**config.mk**
```make
export PLATFORM = sky130hd
export DESIGN_NAME = fflib_top
export DESIGN_NICKNAME = d
export VERILOG_FILES = /design/src/fflib_pkg.sv /design/src/fflib_top.sv
export SDC_FILE = /design/constraint.sdc
export NUM_CORES = 1
export LEC_CHECK = 0
export BUFFER_PORTS_ARGS = -buffer_cell sky130_fd_sc_hd__buf_2
export CORE_UTILIZATION = 41
export CTS_CLUSTER_SIZE = 8
export DETAILED_ROUTE_END_ITERATION = 12
export MAX_ROUTING_LAYER = met4
export PLACE_DENSITY_LB_ADDON = 0.3
export SLEW_MARGIN = 20
export SYNTH_ARGS = -nofsm -noshare
export SYNTH_HDL_FRONTEND = slang
export SYNTH_SLANG_ARGS = --single-unit
```
**constraint.sdc**
```tcl
create_clock -name clock_in -period 1.6 [get_ports clock_in]
set_input_delay 0 -clock clock_in [delete_from_list [all_inputs] [get_ports clock_in]]
set_output_delay 0 -clock clock_in [all_outputs]
set_load 0.01 [all_outputs]
```
**src/fflib_pkg.sv**
```systemverilog
// Purpose: Shared types and constants for the storage element library
// Assumes: One clock domain, element inputs are sampled by the library
// Notes:   Element pins travel as packed structs, except the gated latch's single gate pin

package fflib_pkg;

    // =========================================================
    // Synchroniser and reset values
    // =========================================================
    localparam int          SYNC_STAGES = 3;
    localparam logic        RST_STATE   = 1'b0;
    // Synchronisers start at idle pin levels, so no active-low direct
    // input looks active in the cycles right after reset
    localparam logic [27:0] SYNC_RST    = 28'h3006804;
    // Seed for the unpredictable release choice of the set-reset latch
    localparam logic [7:0]  LFSR_SEED   = 8'hA5;
    localparam logic [7:0]  LFSR_TAPS   = 8'hB8;

    // =========================================================
    // Element pin groups
    // =========================================================
    typedef struct packed {
        logic set;
        logic reset;
    } fflib_sr_s;

    typedef struct packed {
        logic j;
        logic k;
        logic clk;
    } fflib_jk_s;

    typedef struct packed {
        logic set_n;
        logic reset_n;
        logic j;
        logic k_n;
        logic clk;
    } fflib_jkd_s;

    typedef struct packed {
        logic d;
        logic clk;
        logic clear;
        logic set;
        logic direct_clear;
    } fflib_d_s;

    typedef struct packed {
        logic toggle;
        logic reset;
    } fflib_t_s;

    typedef struct packed {
        logic true_output;
        logic complement_output;
    } fflib_out_s;

endpackage : fflib_pkg

```
**src/fflib_top.sv**
```systemverilog
// What this block does
// Set-reset latch: set alone drives true high, reset alone true low.
// Set and reset both high drive both outputs high.
// Release from both high to both low, or power-up, settles randomly; reset loads zero into the latch.
// Driving logic should avoid asserting set and reset together.
// Both inputs low keep the present outputs.
// Inverted-input latch acts on zero levels, else like the plain latch; release from both low holds true high.
// Gated latch acts on set and reset only while its clock is high.
// JK at clock edge: J sets, K resets, neither holds.
// JK with both J and K high toggles at each edge.
// K-inverted JK reads K with inverted polarity, otherwise identical.
// Direct active-low set/reset act at once; both force both outputs high.
// Directs idle: J0/nK0 clear, J1/nK1 set, J1/nK0 toggle, J0/nK1 hold.
// Master/slave JK captures on rising edge, shows on next falling edge.
// D latch follows data while clock high, holds while low.
// Edge D flip-flop stores data only on a rising clock edge.
// D with clear forces zero while clear is high, else edge stores.
// D set/clear: clear low clears, set high sets, both force both high.
// Set/clear idle: store data on rising edge, otherwise hold.
// Toggle element inverts outputs on each rising toggle edge.
// Toggle element starts arbitrary; complement is always inverse of true.
// Toggle with reset forces true low while reset high, else toggles.
// Edges found by comparing level with last sample; directs act directly.
//
// Purpose: Behavioural library of single-bit storage elements on one clock
// Assumes: All element inputs come from pins, so each is synchronised
// Notes:   Outputs lag inputs by the synchroniser depth plus two cycles

`timescale 1ns/1ps

module fflib_top
(
    // Clock and reset
    input  wire logic                clock_in,
    input  wire logic                nrst_in,
    // Set-reset latches
    input  wire fflib_pkg::fflib_sr_s  sr_in,
    input  wire fflib_pkg::fflib_sr_s  srn_in,
    input  wire fflib_pkg::fflib_sr_s  srg_in,
    input  wire logic                  srg_gate_in,
    // JK elements
    input  wire fflib_pkg::fflib_jk_s  jk_in,
    input  wire fflib_pkg::fflib_jk_s  jkn_in,
    input  wire fflib_pkg::fflib_jkd_s jkd_in,
    input  wire fflib_pkg::fflib_jk_s  jkms_in,
    // D and toggle elements
    input  wire fflib_pkg::fflib_d_s   d_in,
    input  wire fflib_pkg::fflib_t_s   t_in,
    // Element outputs
    output fflib_pkg::fflib_out_s      sr_out,
    output fflib_pkg::fflib_out_s      srn_out,
    output fflib_pkg::fflib_out_s      srg_out,
    output fflib_pkg::fflib_out_s      jk_out,
    output fflib_pkg::fflib_out_s      jkn_out,
    output fflib_pkg::fflib_out_s      jkd_out,
    output fflib_pkg::fflib_out_s      jkms_out,
    output fflib_pkg::fflib_out_s      dlat_out,
    output fflib_pkg::fflib_out_s      dedge_out,
    output fflib_pkg::fflib_out_s      dclr_out,
    output fflib_pkg::fflib_out_s      dsc_out,
    output fflib_pkg::fflib_out_s      tff_out,
    output fflib_pkg::fflib_out_s      tffr_out
);

    // =========================================================
    // Input synchronisers
    // =========================================================
    localparam int NIN = 28;
    logic [NIN-1:0] raw;
    logic [NIN-1:0] s1_ff, s2_ff, s3_ff, stab_ff;
    logic [NIN-1:0] nxt_stab;

    assign raw = {sr_in, srn_in, srg_in, srg_gate_in, jk_in, jkn_in,
                  jkd_in, jkms_in, d_in, t_in};

    // A change is accepted only once stages two and three agree
    genvar gi;
    generate
        for (gi = 0; gi < NIN; gi++)
        begin : g_sync
            always_comb
            begin
                nxt_stab[gi] = (s2_ff[gi] == s3_ff[gi]) ? s3_ff[gi]
                                                         : stab_ff[gi];
            end
        end
    endgenerate

    always_ff @(posedge clock_in or negedge nrst_in)
    begin
        if (!nrst_in)
        begin
            s1_ff   <= fflib_pkg::SYNC_RST;
            s2_ff   <= fflib_pkg::SYNC_RST;
            s3_ff   <= fflib_pkg::SYNC_RST;
            stab_ff <= fflib_pkg::SYNC_RST;
        end
        else
        begin
            s1_ff   <= raw;
            s2_ff   <= s1_ff;
            s3_ff   <= s2_ff;
            stab_ff <= nxt_stab;
        end
    end

    fflib_pkg::fflib_sr_s  sr, srn, srg;
    fflib_pkg::fflib_jk_s  jk, jkn, jkms;
    fflib_pkg::fflib_jkd_s jkd;
    fflib_pkg::fflib_d_s   dd;
    fflib_pkg::fflib_t_s   tt;
    logic                  gate;
    assign {sr, srn, srg, gate, jk, jkn, jkd, jkms, dd, tt} = stab_ff;

    // =========================================================
    // Edge history and random source
    // =========================================================
    logic [5:0] prev_ff, nxt_prev;
    logic [7:0] lfsr_ff, nxt_lfsr;
    logic       both_ff, nxt_both;
    logic       rnd;

    always_comb
    begin
        nxt_prev = {jk.clk, jkn.clk, jkd.clk, jkms.clk, dd.clk, tt.toggle};
        nxt_lfsr = lfsr_ff[0] ? ((lfsr_ff >> 1) ^ fflib_pkg::LFSR_TAPS)
                              : (lfsr_ff >> 1);
        nxt_both = sr.set & sr.reset;
    end
    assign rnd = lfsr_ff[0];

    wire rise_jk   = jk.clk    & ~prev_ff[5];
    wire rise_jkn  = jkn.clk   & ~prev_ff[4];
    wire rise_jkd  = jkd.clk   & ~prev_ff[3];
    wire rise_ms   = jkms.clk  & ~prev_ff[2];
    wire fall_ms   = ~jkms.clk &  prev_ff[2];
    wire rise_d    = dd.clk    & ~prev_ff[1];
    wire rise_t    = tt.toggle & ~prev_ff[0];

    // =========================================================
    // Element state
    // =========================================================
    logic sr_q_ff, srn_q_ff, srg_q_ff, jk_q_ff, jkn_q_ff, jkd_q_ff;
    logic msm_ff, mss_ff, dlat_ff, dedge_ff, dclr_ff, dsc_ff, t_ff, tr_ff;
    logic nxt_sr, nxt_srn, nxt_srg, nxt_jk, nxt_jkn, nxt_jkd;
    logic nxt_msm, nxt_mss, nxt_dlat, nxt_dedge, nxt_dclr, nxt_dsc;
    logic nxt_t, nxt_tr;

    // Plain JK next state; both high toggles
    function automatic logic jk_next(input logic q, input logic j,
                                     input logic k);
        jk_next = (j & ~q) | (~k & q);
    endfunction : jk_next

    always_comb
    begin
        // Set wins so both-high reads 1 on true; release picks at random
        nxt_sr = sr_q_ff;
        if (sr.set)
            nxt_sr = 1'b1;
        else if (sr.reset)
            nxt_sr = 1'b0;
        else if (both_ff)
            nxt_sr = rnd;
        nxt_srn = srn_q_ff;
        if (~srn.set)
            nxt_srn = 1'b1;
        else if (~srn.reset)
            nxt_srn = 1'b0;
        nxt_srg = srg_q_ff;
        if (gate & srg.set)
            nxt_srg = 1'b1;
        else if (gate & srg.reset)
            nxt_srg = 1'b0;
        nxt_jk  = rise_jk  ? jk_next(jk_q_ff, jk.j, jk.k) : jk_q_ff;
        nxt_jkn = rise_jkn ? jk_next(jkn_q_ff, jkn.j, ~jkn.k)
                           : jkn_q_ff;
        nxt_jkd = rise_jkd ? jk_next(jkd_q_ff, jkd.j, ~jkd.k_n)
                           : jkd_q_ff;
        if (~jkd.set_n)
            nxt_jkd = 1'b1;
        else if (~jkd.reset_n)
            nxt_jkd = 1'b0;
        nxt_msm = rise_ms ? jk_next(mss_ff, jkms.j, jkms.k) : msm_ff;
        nxt_mss = fall_ms ? msm_ff : mss_ff;
        nxt_dlat  = dd.clk ? dd.d : dlat_ff;
        nxt_dedge = rise_d ? dd.d : dedge_ff;
        nxt_dclr  = dd.clear ? 1'b0 : (rise_d ? dd.d : dclr_ff);
        nxt_dsc = rise_d ? dd.d : dsc_ff;
        if (dd.set)
            nxt_dsc = 1'b1;
        else if (~dd.direct_clear)
            nxt_dsc = 1'b0;
        nxt_t  = rise_t ? ~t_ff : t_ff;
        nxt_tr = tt.reset ? 1'b0 : (rise_t ? ~tr_ff : tr_ff);
    end

    // Power-up state of the toggle is arbitrary; zero is one such state
    always_ff @(posedge clock_in or negedge nrst_in)
    begin
        if (!nrst_in)
        begin
            prev_ff  <= '0;
            lfsr_ff  <= fflib_pkg::LFSR_SEED;
            both_ff  <= 1'b0;
            sr_q_ff  <= fflib_pkg::RST_STATE;
            srn_q_ff <= fflib_pkg::RST_STATE;
            srg_q_ff <= fflib_pkg::RST_STATE;
            jk_q_ff  <= fflib_pkg::RST_STATE;
            jkn_q_ff <= fflib_pkg::RST_STATE;
            jkd_q_ff <= fflib_pkg::RST_STATE;
            msm_ff   <= fflib_pkg::RST_STATE;
            mss_ff   <= fflib_pkg::RST_STATE;
            dlat_ff  <= fflib_pkg::RST_STATE;
            dedge_ff <= fflib_pkg::RST_STATE;
            dclr_ff  <= fflib_pkg::RST_STATE;
            dsc_ff   <= fflib_pkg::RST_STATE;
            t_ff     <= fflib_pkg::RST_STATE;
            tr_ff    <= fflib_pkg::RST_STATE;
        end
        else
        begin
            prev_ff  <= nxt_prev;
            lfsr_ff  <= nxt_lfsr;
            both_ff  <= nxt_both;
            sr_q_ff  <= nxt_sr;
            srn_q_ff <= nxt_srn;
            srg_q_ff <= nxt_srg;
            jk_q_ff  <= nxt_jk;
            jkn_q_ff <= nxt_jkn;
            jkd_q_ff <= nxt_jkd;
            msm_ff   <= nxt_msm;
            mss_ff   <= nxt_mss;
            dlat_ff  <= nxt_dlat;
            dedge_ff <= nxt_dedge;
            dclr_ff  <= nxt_dclr;
            dsc_ff   <= nxt_dsc;
            t_ff     <= nxt_t;
            tr_ff    <= nxt_tr;
        end
    end

    // =========================================================
    // Outputs
    // =========================================================
    // Both-active cases drive both outputs high; the driver should avoid them
    wire sr_both  = sr.set & sr.reset;
    wire srn_both = ~srn.set & ~srn.reset;
    wire srg_both = gate & srg.set & srg.reset;
    wire jkd_both = ~jkd.set_n & ~jkd.reset_n;
    wire dsc_both = dd.set & ~dd.direct_clear;

    assign sr_out    = '{sr_q_ff,  ~sr_q_ff  | sr_both};
    assign srn_out   = '{srn_q_ff, ~srn_q_ff | srn_both};
    assign srg_out   = '{srg_q_ff, ~srg_q_ff | srg_both};
    assign jk_out    = '{jk_q_ff,  ~jk_q_ff};
    assign jkn_out   = '{jkn_q_ff, ~jkn_q_ff};
    assign jkd_out   = '{jkd_q_ff, ~jkd_q_ff | jkd_both};
    assign jkms_out  = '{mss_ff,   ~mss_ff};
    assign dlat_out  = '{dlat_ff,  ~dlat_ff};
    assign dedge_out = '{dedge_ff, ~dedge_ff};
    assign dclr_out  = '{dclr_ff,  ~dclr_ff};
    assign dsc_out   = '{dsc_ff,   ~dsc_ff | dsc_both};
    assign tff_out   = '{t_ff,     ~t_ff};
    assign tffr_out  = '{tr_ff,    ~tr_ff};

    // =========================================================
    // Checks
    // =========================================================
    property p_sr_set;
        @(posedge clock_in) disable iff (!nrst_in)
        (sr.set & ~sr.reset) |=> sr_out.true_output;
    endproperty
    a_sr_set: assert property (p_sr_set)
        else $error("latch did not set");

    property p_sr_both;
        @(posedge clock_in) disable iff (!nrst_in)
        sr_both |=> sr_out.true_output;
    endproperty
    a_sr_both: assert property (p_sr_both)
        else $error("both-high latch true output not high");

    property p_sr_hold;
        @(posedge clock_in) disable iff (!nrst_in)
        (~sr.set & ~sr.reset & ~both_ff) |=> $stable(sr_q_ff);
    endproperty
    a_sr_hold: assert property (p_sr_hold)
        else $error("idle latch changed");

    property p_gate_hold;
        @(posedge clock_in) disable iff (!nrst_in)
        ~gate |=> $stable(srg_q_ff);
    endproperty
    a_gate_hold: assert property (p_gate_hold)
        else $error("gated latch moved while gate low");

    property p_jk_tog;
        @(posedge clock_in) disable iff (!nrst_in)
        (rise_jk & jk.j & jk.k) |=> (jk_q_ff != $past(jk_q_ff));
    endproperty
    a_jk_tog: assert property (p_jk_tog)
        else $error("jk did not toggle");

    property p_ms_slave;
        @(posedge clock_in) disable iff (!nrst_in)
        ~fall_ms |=> $stable(mss_ff);
    endproperty
    a_ms_slave: assert property (p_ms_slave)
        else $error("master slave output moved off falling edge");

    property p_dedge;
        @(posedge clock_in) disable iff (!nrst_in)
        rise_d |=> (dedge_ff == $past(dd.d));
    endproperty
    a_dedge: assert property (p_dedge)
        else $error("edge d did not capture");

    property p_dclr;
        @(posedge clock_in) disable iff (!nrst_in)
        dd.clear |=> ~dclr_ff;
    endproperty
    a_dclr: assert property (p_dclr)
        else $error("clear did not zero");

    property p_tr;
        @(posedge clock_in) disable iff (!nrst_in)
        tt.reset |=> ~tffr_out.true_output;
    endproperty
    a_tr: assert property (p_tr)
        else $error("toggle reset did not zero");

endmodule : fflib_top

```
==> flow_summary_export.csv, run 1 <==
group,metric,value,unit
floorplan,die_boundary_height,104.2,µm
drt,drt-pass1-iter-count,3,
global_route,number_of_global_route_vias_before_repair,2250,
logic_synthesis,synthesis.area,0.004279,mm²
logic_synthesis,synth_cell_type_count,26,
worst_setup_path,crit_arrival,1.33,ns
floorplan,placement_rows,36,
final_layout,final_core_util,55.71,%
placed_design,io_buffer_count,55,
logic_synthesis,most_repeated_cell_in_the_gate_level_netlist_after_synthesis,"dfrtp_1",
clock_network,clkSlewWorstSetupHoldPaths,0.06,ns
final_layout,flow.area_growth_from_synthesis,29.59,%
floorplan,fp.dieW,104.2,µm
floorplan,fp.coreArea,0.009955,mm²
final_layout,layout-drive-gt1-share,33.91,%
power_and_ir_drop,share_clk_of_total_power,43.2,%
sta,final.period_utilization,83.41,%
clock_network,insertion_delay,0.50,ns
final_layout,insertedDiodeCount,0,
drt,drt-vias-per-instance,4.341,
drt,drtIter0Drc,43,
logic_synthesis,synth_warnings,0,
power_and_ir_drop,share_seq_of_total_power,48.7,%
power_and_ir_drop,ir_worst_vdd,0.6057,mV
sta,tightest_slew,0.3039,ns
power_and_ir_drop,p_sw_share,23.40,%
logic_synthesis,synth_largest_type_area_fraction,66.08,%
final_layout,filler_cell_count,817,
sta,clk_skew,0.005933,ns
logic_synthesis,synth.yosys.seq_area_share,83.27,%
drt,antenna_left,0,
power_and_ir_drop,internal_power,6.388,mW
placed_design,globalplace.congestion,0.6558,
clock_network,numClockSinks,141,
clock_network,cts-htree-levels,4,
sta,whs,0.1092,ns
sta,worst_slew_margin_rel,79.74,%
worst_setup_path,timing.critical_path.fanout_max,3,
job,cap_viol_max_count,0,
logic_synthesis,post_synth_most_frequent_cells,"113 x dfrtp_1, 28 x dfstp_2, 28 x maj3_1",
clock_network,cts_repair_resize_count,0,
drt,m1WireLength,2503,µm
power_and_ir_drop,power.combinational.fraction,8.1,%
drt,met3_length,191,µm
floorplan,io_pins,56,
drt,drcViolationCount,0,
final_layout,fin_area,0.005545,mm²
global_route,global_route_wire_length_before_repair,10330,µm
worst_setup_path,worst_setup_path_end_kind,"output pin",
worst_setup_path,crit_chain,"and2_1 -> nand2b_1 -> buf_2",
global_route,grt_overflow,0,
sta,hold_violations,0,
drt,top_signal_layer_used,"met4",
drt,routed-via-count,2088,
clock_network,cts.path.max_buffers,2,
worst_setup_path,critical_path.slowest_cell,"dfrtp_1",
power_and_ir_drop,power_density,1504,mW/mm²
logic_synthesis,synth_edf_count,0,
worst_setup_path,path_delay_family,"flip-flops",
logic_synthesis,netlist_top_cells_area,"dfrtp_1 66%, dfstp_2 17%, maj3_1 6.5%",
drt,wl_met2,3016,µm
logic_synthesis,synth_cells,241,
logic_synthesis,avgSynthCellArea,17.76,µm²
clock_network,tritoncts,"yes",
sta,period_minus_slack,1.335,ns
sta,setup_tns,0,ns
sta,slew_viol_final,0,
placed_design,pre_cts_slack,0.6395,ns
global_route,grt_start_max_net_pins,43,
logic_synthesis,yosysTopAreaCell,"dfrtp_1",
power_and_ir_drop,leakage_power_summed_over_all_cells,2.496,nW
floorplan,die_area,0.01085,mm²
sta,maxClockFrequency,749.3,MHz
clock_network,cts-buffers-inserted,17,
worst_setup_path,critPathMaxStageDelay,0.39,ns
worst_setup_path,crit_required,1.60,ns
sta,setup_viol_count_final,0,
global_route,antenna_violations_before_repair,0,
worst_setup_path,path_buf_inv,1,
final_layout,design.final.nets,365,
worst_setup_path,timing_worst_setup_path_type,"flop to output pin",
logic_synthesis,synth_async_sr_flop_share,100.0,%
worst_hold_path,hold_path.class,"primary input to asynchronous set/reset pin",
sta,grt_setup_unrepaired,"no",
floorplan,initial_core_util,42.99,%
drt,drt-wirelength-per-cell,12.14,µm
global_route,aggregate_global_route_resource_usage,13.15,%
logic_synthesis,synth_fp_nets,271,
drt,wirelength,5840,µm
sta,postLayoutSetupSlackWorst,0.2655,ns
logic_synthesis,ys.flop_type,"dfrtp_1",
clock_network,cts.root.buffer_cell,"clkbuf_8",
placed_design,detailed_place_hpwl,3552,µm
placed_design,placedInstanceArea,0.004677,mm²
power_and_ir_drop,net-switching-power,1.952,mW
worst_setup_path,worstSetupStartpointType,"flop",
logic_synthesis,synth-seq-cells,141,
run_status,status,"finished clean",
metrics by stage:
| step | cells | power [mW] |
|---|---|---|
| detailed placement | 419 | 4.763 |
| CTS | 481 | 8.477 |
| global placement | 419 | 4.724 |
| global route | 481 | 8.735 |
| finish | 481 | 8.339 |
| floorplan | 241 | 4.510 |
area by class of cell:
| cell class | count | area [µm²] | area share, % |
|---|---|---|---|
| clock buffers | 21 | 449.2 | 8.100 |
| clock inverters | 11 | 108.9 | 1.963 |
| inverters | 12 | 45.04 | 0.8123 |
| multi-input cells | 75 | 573.1 | 10.33 |
| flip-flops and latches | 141 | 3563 | 64.26 |
| well taps | 133 | 166.4 | 3.001 |
| repair buffers | 88 | 639.4 | 11.53 |
flip-flops by register name, summed over array words and instances, names as in the netlist, 6 cells and up:
name,count
lfsr_ff,8
prev_ff,6
s1_ff,28
s2_ff,28
s3_ff,28
stab_ff,28
what timing repair did:
item                                   in CTS  in global routing
hold buffers                               30                  0
endpoints found under the hold margin     161                  0
setup buffers                               0                  0
cell families (layout without fill, tap and decap cells):
kind of cell	Yosys count	count (layout)	share of synthesized area [%]
muxes	1	1	0.2339
buffers and inverters	25	132	3.333
xor gates and xnor gates	4	4	0.8189
DFF	141	141	83.27
AOI/OAI and AO/OA	19	19	2.749
and+or+nand+nor	23	23	3.041
adders and majority gates	28	28	6.550
power groups by stage:
stage	Sequential (mW)	Clock (mW)	Combinational, mW
6_report	4.06	3.60	0.676
5_1_grt	4.10	3.88	0.757
4_1_cts	4.07	3.71	0.696
3_5_place_dp	4.13	0	0.631
3_3_place_gp	4.11	0	0.611
2_1_floorplan	4.08	0	0.433
worst paths after layout:
kind                       slack (ns)  cells past startpoint                      end                     from
max                              0.27                      3                sr_out[0]  stab_ff[26]$_DFFE_PN0N_
min                              0.11                      2  stab_ff[14]$_DFFE_PN1N_                  nrst_in
max reg2reg                      0.64                      3     jkd_q_ff$_DFFE_PN0P_  stab_ff[13]$_DFFE_PN1N_
min reg2reg                      0.34                      0       s2_ff[0]$_DFF_PN0_       s1_ff[0]$_DFF_PN0_
max in group asynchronous        1.11                      3      s3_ff[24]$_DFF_PN1_                  nrst_in
min in group clock_in            0.13                      2      s1_ff[24]$_DFF_PN1_                srn_in[0]
layer usage:
metal	vias up	global-route usage, %
met1	1062	13.66
met5	-	-
met2	41	21.52
met4	0	7.653
met3	12	4.762
li1	973	-
cells in the final DEF, fill, tap and decap left out, types with 4 or more instances in the layout:
master	n
a21oi_1	6
buf_2	54
clkbuf_16	16
clkinvlp_4	4
dfrtp_1	113
dfstp_2	28
dlygate4sd3_1	29
inv_1	12
maj3_1	28
nand2_1	9
nand2b_1	5
o21ai_0	4
Power figures use the tool's default switching activity.
==> run 2: changes to the inputs <==
Clock period 1.6 ns to 1.1 ns, I/O delays scaled along.
==> run 2 against run 1 <==
Compared with the run above:
- the run now ends with negative hold slack, negative setup slack left
- global-route usage decreased by 0.20 points
- worst setup slack got worse by 0.47 ns
- critical path depth stayed put
- critical path type unchanged
- largest cell class unchanged
- largest power group unchanged
==> flow_summary_export.csv, run 2 (synthesized netlist as in run 1, its figures left out) <==
group,metric,value,unit
floorplan,die_boundary_height,104.2,µm
worst_setup_path,timing_worst_setup_path_type,"flop to output pin",
worst_setup_path,worst_setup_path_end_kind,"output pin",
clock_network,cts.root.buffer_cell,"clkbuf_8",
final_layout,insertedDiodeCount,0,
worst_hold_path,hold_path.class,"primary input to asynchronous set/reset pin",
floorplan,fp.dieW,104.2,µm
drt,routed-via-count,2103,
floorplan,fp.coreArea,0.009955,mm²
final_layout,layout.cells.most_common,"dfrtp_1",
floorplan,initial_core_util,42.99,%
clock_network,clkSlewWorstSetupHoldPaths,0.06,ns
sta,clk_skew,0.006835,ns
sta,maxClockFrequency,764.1,MHz
sta,tightest_slew,0.4611,ns
floorplan,placement_rows,36,
drt,wirelength,5933,µm
global_route,grt_start_max_net_pins,49,
worst_setup_path,crit_arrival,1.31,ns
final_layout,design.final.nets,389,
power_and_ir_drop,power.total,12.81,mW
floorplan,io_pins,56,
sta,whs,-0.01396,ns
global_route,grt_overflow,0,
worst_setup_path,worstSetupStartpointType,"flop",
final_layout,most_frequent_cells_in_the_layout,"113 x dfrtp_1, 50 x buf_2, 29 x dlygate4sd3_1, 28 x maj3_1, 28 x dfstp_2",
placed_design,pre_cts_slack,0.1567,ns
sta,postLayoutSetupSlackWorst,-0.2087,ns
global_route,number_of_global_route_vias_before_repair,2178,
global_route,antenna_violations_before_repair,0,
placed_design,globalplace.congestion,0.6616,
clock_network,cts.path.max_buffers,2,
clock_network,insertion_delay,0.52,ns
final_layout,fin_area,0.005809,mm²
drt,drt-vias-per-instance,4.164,
run_status,failing_checks,"negative hold slack, negative setup slack",
placed_design,io_buffer_count,55,
sta,setup_viol_count_final,5,
power_and_ir_drop,power_density,2205,mW/mm²
power_and_ir_drop,ir_worst_vdd,1.180,mV
run_status,status,"finished with violations",
clock_network,cts-buffers-inserted,17,
placed_design,placed_cells_incl_taps,422,
sta,final.period_utilization,119.0,%
global_route,aggregate_global_route_resource_usage,12.95,%
worst_setup_path,timing.critical_path.fanout_max,2,
drt,drt-pass1-iter-count,4,
final_layout,flow.area_growth_from_synthesis,35.76,%
power_and_ir_drop,leakage_power_summed_over_all_cells,2.652,nW
drt,drcViolationCount,0,
final_layout,final_cells,505,
drt,drt-wirelength-per-cell,11.75,µm
final_layout,layout-drive-gt1-share,40.32,%
final_layout,final_core_util,58.36,%
sta,setup_tns,-0.6505,ns
sta,grt_setup_unrepaired,"yes",
global_route,global_route_wire_length_before_repair,10120,µm
sta,hold_violations,5,
worst_setup_path,crit_required,1.10,ns
sta,worst_slew_margin_rel,69.26,%
clock_network,tritoncts,"yes",
sta,period_minus_slack,1.309,ns
clock_network,numClockSinks,141,
clock_network,cts-htree-levels,4,
job,cap_viol_max_count,0,
floorplan,die_area,0.01085,mm²
placed_design,placedInstanceArea,0.004712,mm²
sta,slew_viol_final,0,
drt,antenna_left,0,
placed_design,detailed_place_hpwl,3394,µm
drt,drtIter0Drc,37,
[run 2: cell types whose count changed in the layout (fill, tap and decap cells not counted), moves of 3 or more]
| cell | delta |
|---|---|
| o21ai_0 | -3 |
| buf_2 | -4 |
| inv_2 | +3 |
| inv_1 | -3 |
| inv_6 | -3 |
| buf_6 | +4 |
| buf_4 | +24 |
| clkinv_2 | +3 |
[run 2: worst paths after layout]
path / slack (ns) / depth (start not counted) / from / end
max: -0.21 / 3 / stab_ff[27]$_DFFE_PN0N_ / sr_out[0]
min: -0.01 / 2 / nrst_in / stab_ff[12]$_DFFE_PN0N_
max reg2reg: 0.06 / 4 / stab_ff[13]$_DFFE_PN1N_ / jkd_q_ff$_DFFE_PN0P_
min reg2reg: 0.34 / 0 / s1_ff[1]$_DFF_PN0_ / s2_ff[1]$_DFF_PN0_
max in group asynchronous: 0.55 / 3 / nrst_in / lfsr_ff[5]$_DFF_PN1_
min in group clock_in: 0.12 / 2 / sr_in[0] / s1_ff[26]$_DFF_PN0_
[run 2: repair_timing]
item,CTS,global route
gates resized for setup,10,5
buffers inserted,18,4
hold endpoints to repair,169,0
setup endpoints to repair,14,20
cloned,0,0
pin swaps,1,3
hold buffers,29,0
[run 2: critical path, cell delays in order (launching register included)]
cell and delay [ns]:
dfrtp_1 0.38, and2_4 0.16, nand2b_4 0.14, buf_6 0.12
[run 2: layer usage]
layer	GRT usage (%)	part of all wire (%)	vias up
met5	-	0	-
met2	18.62	48	46
met3	5.952	4.2	12
met4	7.653	2.3	0
li1	-	-	1019
met1	14.86	46	1026
[run 2: area by class of cell]
cell class,count,area (µm²)
Clock inverter,11,142.6
Fill cell,755,4145
Inverter,12,45.04
Tap cell,133,166.4
Multi-Input combinational cell,75,598.1
Timing Repair Buffer,112,844.6
Sequential cell,141,3563
Clock buffer,21,449.2
[run 2: report_power, final]
part	internal [mW]	leakage, nW	switching, mW
sequential	5.66	1.62	0.243
combinational	0.759	0.740	0.584
clock	3.56	0.288	2.01
==> run 3: changes to the inputs <==
Settings changed: CELL_PAD_IN_SITES_DETAIL_PLACEMENT set to 1, CELL_PAD_IN_SITES_GLOBAL_PLACEMENT set to 1.
==> run 3 against run 2 <==
Compared with the run above:
- the run ends with negative setup slack left
- fmax is 1.1% higher
- register-to-register slack worse by 0.02 ns
- first-iteration DRC count is 51% higher
- die area did not move
- clock skew grew 0.0027 ns
- sequential power is 0.7% higher
- worst setup slack better by 0.015 ns
- sequential cell count did not move
- hold slack better by 0.14 ns
- cell area rose by 0.58%
- largest cell class unchanged
- highest routed layer unchanged
==> flow_summary_export.csv, run 3 (synthesized netlist as in run 1, its figures left out) <==
group,metric,value,unit
worst_setup_path,timing.critical_path.fanout_max,2,
drt,drtIter0Drc,56,
final_layout,final_core_util,58.70,%
run_status,failing_checks,"negative setup slack",
final_layout,layout-drive-gt1-share,40.59,%
clock_network,cts-htree-levels,4,
global_route,aggregate_global_route_resource_usage,14.42,%
run_status,status,"finished with violations",
placed_design,globalplace.congestion,0.6690,
drt,drcViolationCount,0,
global_route,grt_start_max_net_pins,36,
drt,antenna_left,0,
final_layout,final_cells,505,
worst_setup_path,timing_worst_setup_path_type,"flop to output pin",
final_layout,filler_cell_count,901,
floorplan,fp.dieW,104.2,µm
floorplan,die_area,0.01085,mm²
sta,slew_viol_final,0,
final_layout,layout.cells.most_common,"dfrtp_1",
worst_hold_path,hold_path.class,"primary input to flop",
sta,setup_viol_count_final,6,
worst_setup_path,worst_setup_path_end_kind,"output pin",
clock_network,cts.root.buffer_cell,"clkbuf_8",
global_route,grt_overflow,0,
final_layout,most_frequent_cells_in_the_layout,"111 x dfrtp_1, 45 x buf_2, 30 x dlygate4sd3_1, 28 x dfstp_2, 27 x maj3_1",
sta,grt_setup_unrepaired,"yes",
sta,postLayoutSetupSlackWorst,-0.1940,ns
worst_setup_path,crit_required,1.10,ns
placed_design,placedInstanceArea,0.004712,mm²
power_and_ir_drop,ir_worst_vdd,0.8258,mV
power_and_ir_drop,power_density,2197,mW/mm²
sta,final.period_utilization,117.6,%
sta,clk_skew,0.009571,ns
clock_network,numClockSinks,141,
floorplan,placement_rows,36,
drt,drt-pass1-iter-count,4,
drt,drt-vias-per-instance,4.362,
global_route,antenna_violations_before_repair,0,
sta,maxClockFrequency,772.8,MHz
sta,whs,0.1215,ns
drt,wirelength,6710,µm
clock_network,cts.path.max_buffers,2,
sta,tightest_slew,0.2635,ns
floorplan,initial_core_util,42.99,%
sta,setup_tns,-0.6807,ns
placed_design,detailed_place_hpwl,4008,µm
floorplan,io_pins,56,
floorplan,fp.coreArea,0.009955,mm²
final_layout,fin_area,0.005843,mm²
clock_network,cts-buffers-inserted,17,
drt,drt-wirelength-per-cell,13.29,µm
floorplan,die_boundary_height,104.2,µm
final_layout,design.final.nets,389,
drt,routed-via-count,2203,
power_and_ir_drop,leakage_power_summed_over_all_cells,2.659,nW
sta,period_minus_slack,1.294,ns
clock_network,clkSlewWorstSetupHoldPaths,0.06,ns
final_layout,flow.area_growth_from_synthesis,36.55,%
job,cap_viol_max_count,0,
sta,hold_violations,0,
placed_design,placed_cells_incl_taps,422,
clock_network,tritoncts,"yes",
clock_network,insertion_delay,0.51,ns
sta,worst_slew_margin_rel,82.18,%
final_layout,insertedDiodeCount,0,
worst_setup_path,worstSetupStartpointType,"flop",
worst_setup_path,crit_arrival,1.29,ns
global_route,number_of_global_route_vias_before_repair,2416,
placed_design,io_buffer_count,55,
global_route,global_route_wire_length_before_repair,11410,µm
## run 3: cell types whose count changed in the layout (fill, tap and decap cells not counted), sizes merged
cell         previous run  this run
clkbuf                 21        24
bufinv                  3         1
dlygate4sd3            29        30
buf                    83        82
clkinv                  6         5
## run 3: layer usage
layer	GRT usage, %	part of all wire (%)
met1	16.92	45
met5	-	0
met2	21.90	50
met4	7.959	1.7
met3	4.887	3.2
## run 3: worst max-delay path, stage by stage, from the launching register on
cell	delay (ns)
dfrtp_1	0.38
and2_4	0.16
nand2b_4	0.13
buf_6	0.11
## run 3: cell type report
class,instances,area [µm²],area share [%]
sequential,141,3566,61.03
timing repair buffer,112,885.9,15.16
multi-input combinational,75,588.1,10.06
clock buffer,24,514.2,8.801
tap,133,166.4,2.848
clock inverter,8,77.57,1.328
inverter,12,45.04,0.7709
## run 3: worst paths after layout
check | startpoint | endpoint | slack [ns] | cells after the start
min reg2reg | s1_ff[3]$_DFF_PN0_ | s2_ff[3]$_DFF_PN0_ | 0.35 | 0
max in group asynchronous | nrst_in | stab_ff[2]$_DFFE_PN1N_ | 0.08 | 4
min in group asynchronous | nrst_in | stab_ff[23]$_DFFE_PN0N_ | 0.50 | 3
max reg2reg | stab_ff[13]$_DFFE_PN1N_ | jkd_q_ff$_DFFE_PN0P_ | 0.04 | 4
min | jkn_in[1] | s1_ff[16]$_DFF_PN0_ | 0.12 | 2
max | stab_ff[27]$_DFFE_PN0N_ | sr_out[0] | -0.19 | 3
## run 3: what timing repair did
item,4_1_cts,5_1_grt
setup endpoints to repair,12,34
cloned,0,0
pin swaps,3,1
hold endpoints to repair,169,0
hold buffers,30,0
setup buffers,14,7
gates resized for setup,11,15
## run 3: stage by stage
stage                     setup WS (ns)  power [mW]
final                           -0.1940       12.84
after global routing            -0.2541       13.44
after CTS                       -0.2282       12.85
after detailed placement         0.1357       6.963
after global placement           0.1747       6.894
after floorplan                  0.1965       6.560
## run 3: report_power, final
| group | switching (mW) | total (mW) | internal, mW |
|---|---|---|---|
| Sequential | 0.276 | 5.94 | 5.66 |
| Combinational | 0.605 | 1.42 | 0.812 |
| Clock | 2.02 | 5.48 | 3.46 |
